**src/rtl/vid_pkg.sv**
```systemverilog
// Package for the compatibility-mode interrupt dispatch block.
// Assumes a single core clock domain; no bus, all controls are ports.
package vid_pkg;

    // ==========================================================
    // Flag register field positions
    localparam int FLG_STEP = 8;
    localparam int FLG_IRQ_EN = 9;
    localparam int FLG_IO_PRIVILEGE_LEVEL_LO = 12;
    localparam int FLG_IO_PRIVILEGE_LEVEL_HI = 13;
    localparam int FLG_NEST = 14;
    localparam int FLG_RESUME = 16;
    localparam int FLG_V86 = 17;
    localparam int FLG_VIRQ = 19;
    localparam int FLG_VPEND = 20;
    localparam int CR4_VME_BIT = 0;

    // ==========================================================
    // Classes, vectors, privilege, gate kinds
    localparam logic [1:0] CLASS_ONE = 2'h1;
    localparam logic [1:0] CLASS_TWO = 2'h2;
    localparam logic [1:0] CLASS_THREE = 2'h3;
    localparam logic [7:0] VEC_GP_FAULT = 8'h0d;
    localparam logic [7:0] VEC_BREAKPOINT = 8'h03;
    localparam logic [1:0] PRIV_KERNEL = 2'h0;
    localparam logic [1:0] PRIV_USER = 2'h3;
    localparam logic [1:0] IO_PRIVILEGE_LEVEL_FULL = 2'h3;
    localparam logic [1:0] GATE_INTR = 2'h0;
    localparam logic [1:0] GATE_TRAP = 2'h1;
    localparam logic [1:0] GATE_TASK = 2'h2;

    // ==========================================================
    // Save frame: slot indices and count
    localparam int SAVE_SLOTS = 9;
    localparam logic [3:0] SLOT_IP = 4'h0;
    localparam logic [3:0] SLOT_CS = 4'h1;
    localparam logic [3:0] SLOT_FLAGS = 4'h2;
    localparam logic [3:0] SLOT_SP = 4'h3;
    localparam logic [3:0] SLOT_SS = 4'h4;
    localparam logic [3:0] SLOT_ES = 4'h5;
    localparam logic [3:0] SLOT_DS = 4'h6;
    localparam logic [3:0] SLOT_FS = 4'h7;
    localparam logic [3:0] SLOT_GS = 4'h8;
    localparam logic [3:0] SLOT_LAST = 4'h8;

    localparam logic [31:0] FLAGS_RESET = 32'h0000_0002;
    localparam logic [15:0] SEG_NULL = 16'h0000;

    typedef enum logic [2:0] {
        VID_IDLE, VID_CHECK, VID_SWITCH, VID_PUSH, VID_CLEAR, VID_RUN
    } vid_state_t;

endpackage

```
**src/rtl/vid_dispatch.sv**
```systemverilog
// Interrupt and exception dispatch while in 8086-compatibility mode.
// Assumes core clock, async active-high reset, strobes one cycle wide.
// Functional notes
// - Exceptions and NMI in compatibility mode are class 1; maskable interrupts are too unless mode extensions are on.
// - Maskable interrupts form class 2 only with mode extensions enabled.
// - Software interrupt instruction is class 3; breakpoint form is flagged.
// - I/O privilege bits 12-13 gate virtual flags only; class 3 routing does not use them.
// - Control register four bit 0 enables mode extensions.
// - 256-flag redirection bitmap picks program or protected handler.
// - Without extensions, maskable interrupts take the class 1 path.
// - Conforming or nonzero-privilege target raises protection fault, selector error.
// - Gate entry first switches to protected operation at privilege 0.
// - Push IP, CS, flags, SP, SS, ES, DS, FS, GS to kernel stack.
// - Clear data segment registers after saving; later return does not fault.
// - Clear mode, nested, resume, step flags; interrupt gate clears enable.
// - Return reloads flags and segments, re-entering mode if saved flag set.
// - Return changes mode flag only at privilege 0.
// - Protection faults are delivered on vector 13.
// - Extensions with I/O privilege below 3 activate flags at bits 19, 20.
`timescale 1ns/10ps
module vid_dispatch (
    // Clock and reset
    input wire logic i_ref_clk,
    input wire logic i_sys_rst,
    // Event strobes
    input wire logic i_exc_evt,
    input wire logic i_nmi_evt,
    input wire logic i_maskable_evt,
    input wire logic i_soft_int_evt,
    input wire logic [7:0] i_vector,
    // Control and task state
    input wire logic [31:0] i_control_reg_four,
    input wire logic [255:0] i_redir_map,
    // Selected gate descriptor
    input wire logic [1:0] i_gate_kind,
    input wire logic i_gate_conforming,
    input wire logic [1:0] i_gate_target_dpl,
    input wire logic [15:0] i_gate_selector,
    // Live processor state to save
    input wire logic [31:0] i_instruction_pointer,
    input wire logic [31:0] i_stack_pointer,
    input wire logic [15:0] i_cs,
    input wire logic [15:0] i_ss,
    input wire logic [15:0] i_es,
    input wire logic [15:0] i_ds,
    input wire logic [15:0] i_fs,
    input wire logic [15:0] i_gs,
    input wire logic [31:0] i_flags_load,
    input wire logic i_flags_load_en,
    // Return instruction with popped images
    input wire logic i_interrupt_return_instr_req,
    input wire logic [31:0] i_interrupt_return_instr_flags,
    input wire logic [15:0] i_interrupt_return_instr_es,
    input wire logic [15:0] i_interrupt_return_instr_ds,
    input wire logic [15:0] i_interrupt_return_instr_fs,
    input wire logic [15:0] i_interrupt_return_instr_gs,
    // Status and dispatch results
    output logic [31:0] o_flags_register,
    output logic [1:0] o_current_privilege_level,
    output logic o_prot32,
    output logic [1:0] o_event_class,
    output logic o_breakpoint,
    output logic o_redirect_to_program,
    output logic o_task_switch_req,
    output logic o_gp_fault,
    output logic [15:0] o_gp_error_code,
    output logic [7:0] o_handler_vector,
    output logic o_handler_start,
    output logic o_busy,
    // Stack push stream
    output logic o_push_valid,
    output logic [3:0] o_push_slot,
    output logic [31:0] o_push_data,
    // Data segment registers
    output logic [15:0] o_es,
    output logic [15:0] o_ds,
    output logic [15:0] o_fs,
    output logic [15:0] o_gs
);
    vid_pkg::vid_state_t state;
    logic [1:0] cls;
    logic brk;
    logic redir;
    logic virq_on;
    logic vme_on;
    logic any_evt;
    logic [7:0] vec;
    logic [1:0] gate;
    logic [31:0] save [vid_pkg::SAVE_SLOTS];
    logic [3:0] slot;
    assign vme_on = i_control_reg_four[vid_pkg::CR4_VME_BIT];
    assign any_evt = i_exc_evt | i_nmi_evt | i_maskable_evt | i_soft_int_evt;
    vid_classify u_classify (
        .i_is_exception(i_exc_evt),
        .i_is_nmi(i_nmi_evt),
        .i_is_maskable(i_maskable_evt),
        .i_is_soft_int(i_soft_int_evt),
        .i_vector(i_vector),
        .i_vme_on(vme_on),
        .i_io_privilege_level(o_flags_register[vid_pkg::FLG_IO_PRIVILEGE_LEVEL_HI:vid_pkg::FLG_IO_PRIVILEGE_LEVEL_LO]),
        .i_redir_map(i_redir_map),
        .o_class(cls),
        .o_breakpoint(brk),
        .o_redirect(redir),
        .o_virq_active(virq_on)
    );
    function automatic logic bad_target(input logic conf, input logic [1:0] dpl);
        bad_target = conf || (dpl != vid_pkg::PRIV_KERNEL);
    endfunction
    // ==========================================================
    // Gate entry sequencer
    always_ff @(posedge i_ref_clk or posedge i_sys_rst) begin
        if (i_sys_rst) begin
            state <= vid_pkg::VID_IDLE;
            slot <= 4'h0;
        end else begin
            case (state)
                vid_pkg::VID_IDLE: begin
                    // Every event except a redirected class 3 (class 1, class 2, other class 3) goes through a gate
                    if (any_evt && o_flags_register[vid_pkg::FLG_V86] && !redir) begin
                        state <= vid_pkg::VID_CHECK;
                    end
                end
                vid_pkg::VID_CHECK: begin
                    if (i_gate_kind == vid_pkg::GATE_TASK
                        || bad_target(i_gate_conforming, i_gate_target_dpl)) begin
                        state <= vid_pkg::VID_IDLE;
                    end else begin
                        state <= vid_pkg::VID_SWITCH;
                    end
                end
                vid_pkg::VID_SWITCH: begin
                    state <= vid_pkg::VID_PUSH;
                    slot <= 4'h0;
                end
                vid_pkg::VID_PUSH: begin
                    if (slot == vid_pkg::SLOT_LAST) begin
                        state <= vid_pkg::VID_CLEAR;
                    end else begin
                        slot <= slot + 4'h1;
                    end
                end
                vid_pkg::VID_CLEAR: state <= vid_pkg::VID_RUN;
                vid_pkg::VID_RUN: state <= vid_pkg::VID_IDLE;
                default: state <= vid_pkg::VID_IDLE;
            endcase
        end
    end

    // ==========================================================
    // Event capture and classification results
    always_ff @(posedge i_ref_clk or posedge i_sys_rst) begin
        if (i_sys_rst) begin
            vec <= 8'h00;
            gate <= vid_pkg::GATE_INTR;
            o_event_class <= 2'h0;
            o_breakpoint <= 1'b0;
            o_redirect_to_program <= 1'b0;
        end else begin
            o_redirect_to_program <= 1'b0;
            if (state == vid_pkg::VID_IDLE && any_evt && o_flags_register[vid_pkg::FLG_V86]) begin
                vec <= i_vector;
                o_event_class <= cls;
                o_breakpoint <= brk;
                o_redirect_to_program <= redir;
            end
            if (state == vid_pkg::VID_CHECK) begin
                gate <= i_gate_kind;
            end
        end
    end

    // ==========================================================
    // Fault, task switch and handler start
    always_ff @(posedge i_ref_clk or posedge i_sys_rst) begin
        if (i_sys_rst) begin
            o_gp_fault <= 1'b0;
            o_gp_error_code <= vid_pkg::SEG_NULL;
            o_task_switch_req <= 1'b0;
            o_handler_start <= 1'b0;
            o_handler_vector <= 8'h00;
        end else begin
            o_gp_fault <= 1'b0;
            o_task_switch_req <= 1'b0;
            o_handler_start <= 1'b0;
            if (state == vid_pkg::VID_CHECK) begin
                if (i_gate_kind == vid_pkg::GATE_TASK) begin
                    o_task_switch_req <= 1'b1;
                    o_handler_vector <= vec;
                end else if (bad_target(i_gate_conforming, i_gate_target_dpl)) begin
                    o_gp_fault <= 1'b1;
                    o_gp_error_code <= i_gate_selector;
                    o_handler_vector <= vid_pkg::VEC_GP_FAULT;
                end
            end
            if (state == vid_pkg::VID_RUN) begin
                o_handler_start <= 1'b1;
                o_handler_vector <= vec;
            end
        end
    end

    // ==========================================================
    // Privilege and operating mode
    always_ff @(posedge i_ref_clk or posedge i_sys_rst) begin
        if (i_sys_rst) begin
            o_current_privilege_level <= vid_pkg::PRIV_KERNEL;
            o_prot32 <= 1'b0;
        end else if (state == vid_pkg::VID_SWITCH) begin
            o_current_privilege_level <= vid_pkg::PRIV_KERNEL;
            o_prot32 <= 1'b1;
        end else if (i_interrupt_return_instr_req && o_current_privilege_level == vid_pkg::PRIV_KERNEL
                     && i_interrupt_return_instr_flags[vid_pkg::FLG_V86]) begin
            o_current_privilege_level <= vid_pkg::PRIV_USER;
        end
    end

    // ==========================================================
    // Save frame capture and push stream
    always_ff @(posedge i_ref_clk or posedge i_sys_rst) begin
        if (i_sys_rst) begin
            for (int k = 0; k < vid_pkg::SAVE_SLOTS; k++) begin
                save[k] <= 32'h0000_0000;
            end
        end else if (state == vid_pkg::VID_SWITCH) begin
            save[vid_pkg::SLOT_IP] <= i_instruction_pointer;
            save[vid_pkg::SLOT_CS] <= {16'h0000, i_cs};
            save[vid_pkg::SLOT_FLAGS] <= o_flags_register;
            save[vid_pkg::SLOT_SP] <= i_stack_pointer;
            save[vid_pkg::SLOT_SS] <= {16'h0000, i_ss};
            save[vid_pkg::SLOT_ES] <= {16'h0000, o_es};
            save[vid_pkg::SLOT_DS] <= {16'h0000, o_ds};
            save[vid_pkg::SLOT_FS] <= {16'h0000, o_fs};
            save[vid_pkg::SLOT_GS] <= {16'h0000, o_gs};
        end
    end
    always_comb begin
        o_push_valid = (state == vid_pkg::VID_PUSH);
        o_push_slot = slot;
        o_push_data = save[slot];
        o_busy = (state != vid_pkg::VID_IDLE);
    end

    // ==========================================================
    // Data segment registers
    always_ff @(posedge i_ref_clk or posedge i_sys_rst) begin
        if (i_sys_rst) begin
            o_es <= vid_pkg::SEG_NULL;
            o_ds <= vid_pkg::SEG_NULL;
            o_fs <= vid_pkg::SEG_NULL;
            o_gs <= vid_pkg::SEG_NULL;
        end else if (state == vid_pkg::VID_CLEAR) begin
            o_es <= vid_pkg::SEG_NULL;
            o_ds <= vid_pkg::SEG_NULL;
            o_fs <= vid_pkg::SEG_NULL;
            o_gs <= vid_pkg::SEG_NULL;
        end else if (i_interrupt_return_instr_req) begin
            o_es <= i_interrupt_return_instr_es;
            o_ds <= i_interrupt_return_instr_ds;
            o_fs <= i_interrupt_return_instr_fs;
            o_gs <= i_interrupt_return_instr_gs;
        end else if (state == vid_pkg::VID_IDLE) begin
            o_es <= i_es;
            o_ds <= i_ds;
            o_fs <= i_fs;
            o_gs <= i_gs;
        end
    end

    // ==========================================================
    // Flag register
    always_ff @(posedge i_ref_clk or posedge i_sys_rst) begin
        if (i_sys_rst) begin
            o_flags_register <= vid_pkg::FLAGS_RESET;
        end else if (state == vid_pkg::VID_CLEAR) begin
            o_flags_register[vid_pkg::FLG_V86] <= 1'b0;
            o_flags_register[vid_pkg::FLG_NEST] <= 1'b0;
            o_flags_register[vid_pkg::FLG_RESUME] <= 1'b0;
            o_flags_register[vid_pkg::FLG_STEP] <= 1'b0;
            if (gate == vid_pkg::GATE_INTR) begin
                o_flags_register[vid_pkg::FLG_IRQ_EN] <= 1'b0;
            end
        end else if (i_interrupt_return_instr_req) begin
            o_flags_register <= i_interrupt_return_instr_flags;
            if (o_current_privilege_level != vid_pkg::PRIV_KERNEL) begin
                o_flags_register[vid_pkg::FLG_V86] <= o_flags_register[vid_pkg::FLG_V86];
            end
            if (!virq_on) begin
                o_flags_register[vid_pkg::FLG_VIRQ] <= 1'b0;
                o_flags_register[vid_pkg::FLG_VPEND] <= 1'b0;
            end
        end else if (i_flags_load_en) begin
            o_flags_register <= i_flags_load;
        end
    end
endmodule // vid_dispatch

```
**src/rtl/vid_classify.sv**
```systemverilog
// Event classifier for compatibility-mode dispatch.
// Assumes event inputs are one-cycle strobes on the core clock.
`timescale 1ns/10ps
module vid_classify (
    // Event source
    input wire logic i_is_exception,
    input wire logic i_is_nmi,
    input wire logic i_is_maskable,
    input wire logic i_is_soft_int,
    input wire logic [7:0] i_vector,
    // Control state
    input wire logic i_vme_on,
    input wire logic [1:0] i_io_privilege_level,
    input wire logic [255:0] i_redir_map,
    // Result
    output logic [1:0] o_class,
    output logic o_breakpoint,
    output logic o_redirect,
    output logic o_virq_active
);
    always_comb begin
        o_virq_active = i_vme_on && (i_io_privilege_level != vid_pkg::IO_PRIVILEGE_LEVEL_FULL);
        o_breakpoint = i_is_soft_int && (i_vector == vid_pkg::VEC_BREAKPOINT);
        // Bitmap flag clear means the program's own handler takes it
        o_redirect = i_is_soft_int && i_vme_on && !i_redir_map[i_vector];
        if (i_is_soft_int) begin
            o_class = vid_pkg::CLASS_THREE;
        end else if (i_is_maskable && i_vme_on) begin
            o_class = vid_pkg::CLASS_TWO;
        end else if (i_is_exception || i_is_nmi || i_is_maskable) begin
            o_class = vid_pkg::CLASS_ONE;
        end else begin
            o_class = 2'h0;
        end
    end
endmodule // vid_classify

```
**config.mk**
```make
export PLATFORM = sky130hd
export DESIGN_NAME = vid_dispatch
export DESIGN_NICKNAME = d
export VERILOG_FILES = /design/src/rtl/vid_pkg.sv /design/src/rtl/vid_dispatch.sv /design/src/rtl/vid_classify.sv
export SDC_FILE = /design/constraint.sdc
export NUM_CORES = 1
export LEC_CHECK = 0
export CORE_AREA = 4 4 299 301
export DETAILED_ROUTE_END_ITERATION = 8
export DIE_AREA = 0 0 303 305
export DONT_BUFFER_PORTS = 1
export PLACE_DENSITY_LB_ADDON = 0.1
export SLEW_MARGIN = 20
export SYNTH_ARGS = -nofsm -noshare
export SYNTH_HDL_FRONTEND = slang
export SYNTH_SLANG_ARGS = --single-unit
```
**constraint.sdc**
```tcl
create_clock -name i_ref_clk -period 9.8 [get_ports i_ref_clk]
set_clock_uncertainty 0.15 [all_clocks]
set_input_delay 0.49 -clock i_ref_clk [delete_from_list [all_inputs] [get_ports i_ref_clk]]
set_output_delay 0.49 -clock i_ref_clk [all_outputs]
set_load 0.02 [all_outputs]
```
==> Yosys cells after proc, flatten, opt, wreduce, memory -nomap -nowiden <==
Cells that the tools add are included.
{ "totals": {"reg_bits": 339, "in_bits": 613, "out_inout_bits": 168} }
{ "op_classes": {"n_addsub": 1, "order_cmp": 2, "n_eq_ne": 14, "mux": 47, "bitwise": 6, "reduce_logical": 37} }
{ "ops": {"columns": ["op", "n"], "rows": [
  ["$mux 16", 12],
  ["$bmux 32 s4", 1],
  ["$mux 32", 4],
  ["$mux 8", 4],
  ["$mux 2", 8],
  ["$pmux 3 s5", 1],
  ["$mux 1", 12],
  ["$reduce_and 2->1", 6],
  ["$reduce_bool 2->1", 6],
  ["$reduce_bool 3->1", 4],
  ["$logic_and 1x1->1", 11],
  ["$lt 8x9->1 const B", 1],
  ["$bmux 1 s8", 1],
  ["$eq 8x2->1 const B", 1],
  ["$pmux 4 s2", 1],
  ["$eq 3x2->1 const B", 2],
  ["$eq 3x3->1 const B", 2],
  ["$mux 3", 2],
  ["$ne 2x2->1 const B", 3],
  ["$ge 5x5->1 const B", 1],
  ["$not 4->5", 1],
  ["$add 4x1->4 const B", 1],
  ["$eq 4x4->1 const B", 1],
  ["$logic_not 2->1", 2],
  ["11 further kinds", 19]
]} }

==> Longest topological paths before layout <==
{ "logic_depth": {"depth_word": 8, "depth_mapped": 10} }

==> Cells and area by module <==
A second synthesis with hierarchy kept.
{ "unflattened": {"hier_cells": 1310, "area_unflattened_um2": 17445.5} }
{ "modules_own_cells": {"columns": ["mod", "n_inst", "cells_per_inst", "area_per_inst_um2", "seq_area_each_um2"], "rows": [
  ["vid_dispatch", 1, 1115, 15207.1, 8459.4],
  ["vid_classify", 1, 195, 2238.4, 0.0]
]} }

==> Worst setup path before layout <==
OpenSTA, ideal clock, no wires.
{ "synth_timing": {"path_kind": "reg-to-output", "from": "register slot[1] (netlist: o_push_slot[1])", "to": "output o_push_data[11]", "arrival_time_ns": 2.087, "t_required_ns": 9.160, "slack_ns": 7.073, "path_stages_with_launch": 6, "cell_sequence": "dfrtp_1 buf_1 buf_1 mux4_2 mux2i_1 o21ai_0"} }
{ "synth_between": {"elab_chain_len": 4} }
{ "synth_lines": {"columns": ["item", "line", "text"], "rows": [
  ["start: declaration", "vid_dispatch.sv:90", "logic [3:0] slot;"],
  ["start signal: assignment", "vid_dispatch.sv:140", "slot <= slot + 4'h1;"],
  ["$not 4->5 (not written as such)", "vid_dispatch.sv:240", "o_push_data = save[slot];"],
  ["$bmux 32 s4", "vid_dispatch.sv:240", null],
  ["$mux 32 (not written as such) (2 in a row)", "vid_dispatch.sv:240", null],
  ["end: declaration", "vid_dispatch.sv:73", "output logic [31:0] o_push_data,"]
]} }
No other way between the ends. The select of a mux whose other input is x is not followed.

==> Worst setup path after layout <==
{ "layout_timing": {"from": "register slot[0] (netlist: o_push_slot[0])", "to": "output o_push_data[15]"} }
The elaborated chain is that of the path after synthesis.

==> results_dict.tcl <==
set metrics [dict create \
    clockRootBuffer "clkbuf_16" \
    critPathLaunchType "flop" \
    relSlewSlack_pct 20.52 \
    grt_remaining_overflow 0 \
    port_buffers 0 \
    status "completed" \
    cts_max_level 2 \
    cap_violations 0 \
    drt-met1-wl_mm 27.41 \
    ctsLongestPathBuffers 3 \
    critPathKind "reg2out" \
    leakage_nw 9.291 \
    gp_congestion 0.9337 \
    hold_viol 0 \
    ctsResizeCount 0 \
    timing.final.ws_setup_ns 5.674 \
    ant_nets 0 \
    routed.top_layer "met5" \
    track_usage_pct 15.49 \
    rows 108 \
    hp-start "i_es[10]" \
    die-area_um2 92420 \
    peakVddDrop_v 0.0001551 \
    first_iter_violations 529 \
    synth_area_leaders "dfrtp_1 (49%), mux2_2 (14%), mux4_2 (10%), mux2i_1 (9.3%), o21ai_0 (2.6%)" \
    clk_latency_ns 0.58 \
    cts_made_buffers 44 \
    grt_pass1_wl_mm 104.2 \
    synth_flop_cell "dfrtp_1" \
    via_per_inst 4.396 \
    start_util_pct 19.90 \
    cpPeakStageDelay_ns 0.93 \
    core-area_um2 86620 \
    grt_pass1_vias 14010 \
    wl_met3_mm 4.168 \
    crit_chain "buf_4 > mux4_2 > mux2i_1 > o21ai_0" \
    clk_pin_slew_ns 0.05 \
    p_total_w 0.006674 \
    synthTopCellsByCount "dfrtp_1 (337), mux2_2 (221), mux2i_1 (160), nand2_1 (110), nor2_1 (89)" \
    pre_cts_slack_ns 6.145 \
    post-cts-setup-buffers 0 \
    cp-end-kind "primary output" \
    min_period_ns 4.126 \
    nets 2229 \
    avgRoutedWirePerCell_um 26.29 \
    synthCells 1363 \
    synth_edf_count 0 \
    cp.required_ns 9.16 \
    fp.dieH_um 305 \
    period_share_pct 42.10 \
    async_flop_share_pct 100.0 \
    synthesis.area_um2 17230 \
    grt_max_degree 152 \
    dr_wl_met2_mm 40.29 \
    setup_viol 0 \
    path_max_fanout 42 \
    crit_buf_inv 1 \
    synth_cell_types 58 \
    die_w_um 303 \
    hpwl_mm 55.69 \
    path_delay_family "compound AO/OA/AOI/OAI gates" \
    report.final.slew_viol_count 0 \
    crit_slowest_cell "o21ai_0" \
    syn-num-nets 1978 \
    clock_sinks 338 \
    synth_top_area_share_pct 48.94 \
    ioPinCount 781 \
    drc 0 \
    yosys.area.top_type "dfrtp_1" \
    areaGrowthSynthToFinish_pct 33.36 \
    synth_most_common_cell "dfrtp_1" \
    worst_pin_slew_ns 1.180 \
    yosysSeqAreaShare_pct 49.09 \
    multiInputGateArea_um2 8327 \
    drt_pass1_iterations 4 \
    rsz0062_at_grt "false" \
    worstPathArrival_ns 3.49 \
    antenna_found_initial 16 \
    cts_tree "yes" \
    synth.avg_cell_area_um2 12.64 \
    dr_total_vias 12380 \
    r2r-start "state[2]$_DFFE_PP0P_" \
    regArea_um2 8467 \
    nFillCells 9052 \
    crit_path_start "o_push_slot[0]$_DFFE_PP0P_" \
    routed_wl_mm 74.05 \
    power.density_nw_per_um2 290.4 \
    yosysWarnings 0 \
    fmax_mhz 242.4 \
    cts-hold-fix-buffers 296 \
    ys_seq_elements 338 \
    fin_setup_tns_ns 0 \
    drive_gt1_share_pct 24.76 \
    hold_class "in2reg" \
]
[cell type report]
class                   instances  area share [%]
clock inverters                20           1.252
clock buffers                  60           5.575
flip-flops and latches        338           36.84
inverters                      10          0.1797
repair buffers                310           13.48
diodes                         14          0.1524
well taps                    1155           6.288
multi-input cells             910           36.23
[flip-flops by register name (all words and copies together), names as in the netlist, 2 cells and up]
signal / count
save: 192
o_handler_vector: 8
o_fs: 16
o_ds: 16
state: 3
gate: 2
o_push_slot: 4
o_gp_error_code: 16
vec: 8
o_gs: 16
o_event_class: 2
o_flags_register: 32
o_es: 16
[worst paths after layout]
path | end | cells past startpoint | slack [ns]
worst max register to register | save[106]$_DFFE_PP0P_ | 4 | 6.72
worst min register to register | save[267]$_DFFE_PP0P_ | 1 | 0.35
worst max-delay path | o_push_data[15] | 4 | 5.67
min in group asynchronous | o_ds[1]$_DFFE_PP0P_ | 2 | 0.31
max in group asynchronous | save[264]$_DFFE_PP0P_ | 4 | 7.15
worst min-delay path | o_es[10]$_DFFE_PP0P_ | 2 | 0.04
[cell families (layout without fill, tap and decap cells)]
group | after synthesis | in the layout | synth area share [%]
compound gates | 187 | 187 | 6.215
other cells | 0 | 14 | 0
xor+xnor | 2 | 2 | 0.1017
fa+ha+maj | 2 | 2 | 0.1452
buf+inv | 115 | 400 | 2.824
mux | 469 | 469 | 35.43
simple gates | 250 | 250 | 6.193
flops | 338 | 338 | 49.09
[report_power, final]
| group | total, W | internal [W] | leakage [nW] | switching [W] |
|---|---|---|---|---|
| clock network | 0.00174 | 0.00106 | 0.780 | 0.000681 |
| logic | 0.00200 | 0.000967 | 4.49 | 0.00104 |
| registers | 0.00293 | 0.00205 | 4.02 | 0.000887 |
| total | 0.00667 | 0.00407 | 9.29 | 0.00260 |
[metrics by stage]
step           util [%]  hold slack, ns  instances  cell area, um2
2_1_floorplan         -          0.3130       1363           17240
3_3_place_gp      21.24          0.3045       2427           18400
3_5_place_dp      21.24          0.3061       2427           18400
4_1_cts           26.49       0.0003733       2803           22950
5_1_grt           26.53         0.02191       2815           22980
6_report          26.53         0.03582       2817           22980
[per-layer routing]
metal / global-route usage [%] / up-vias
met5: 0 / -
met4: 4.556 / 4
met3: 3.068 / 89
met2: 29.76 / 488
met1: 16.98 / 6246
li1: - / 5556
[worst register-to-register path, stage by stage, from the launching register on]
cell     delay, ns
dfrtp_1       0.47
nor3b_2       0.19
buf_4         0.69
buf_4         0.91
mux2_2        0.55
[cell usage in the layout, fill, tap and decap left out, types with 5 or more instances in the layout]
master,instances
clkbuf_8,12
bufinv_16,5
dlygate4sd3_1,295
mux4_2,79
nand2b_1,5
nor2b_1,10
inv_1,8
a22oi_1,7
mux2_2,221
a31oi_1,21
a211oi_1,5
nand3_1,10
mux2i_1,160
clkbuf_16,44
o21ai_0,87
mux4_1,9
a21oi_1,46
clkinv_2,9
nand2_1,110
buf_4,13
nor2_1,86
diode_2,14
dfrtp_1,335
Note: power is estimated with default switching activity, not from simulation.
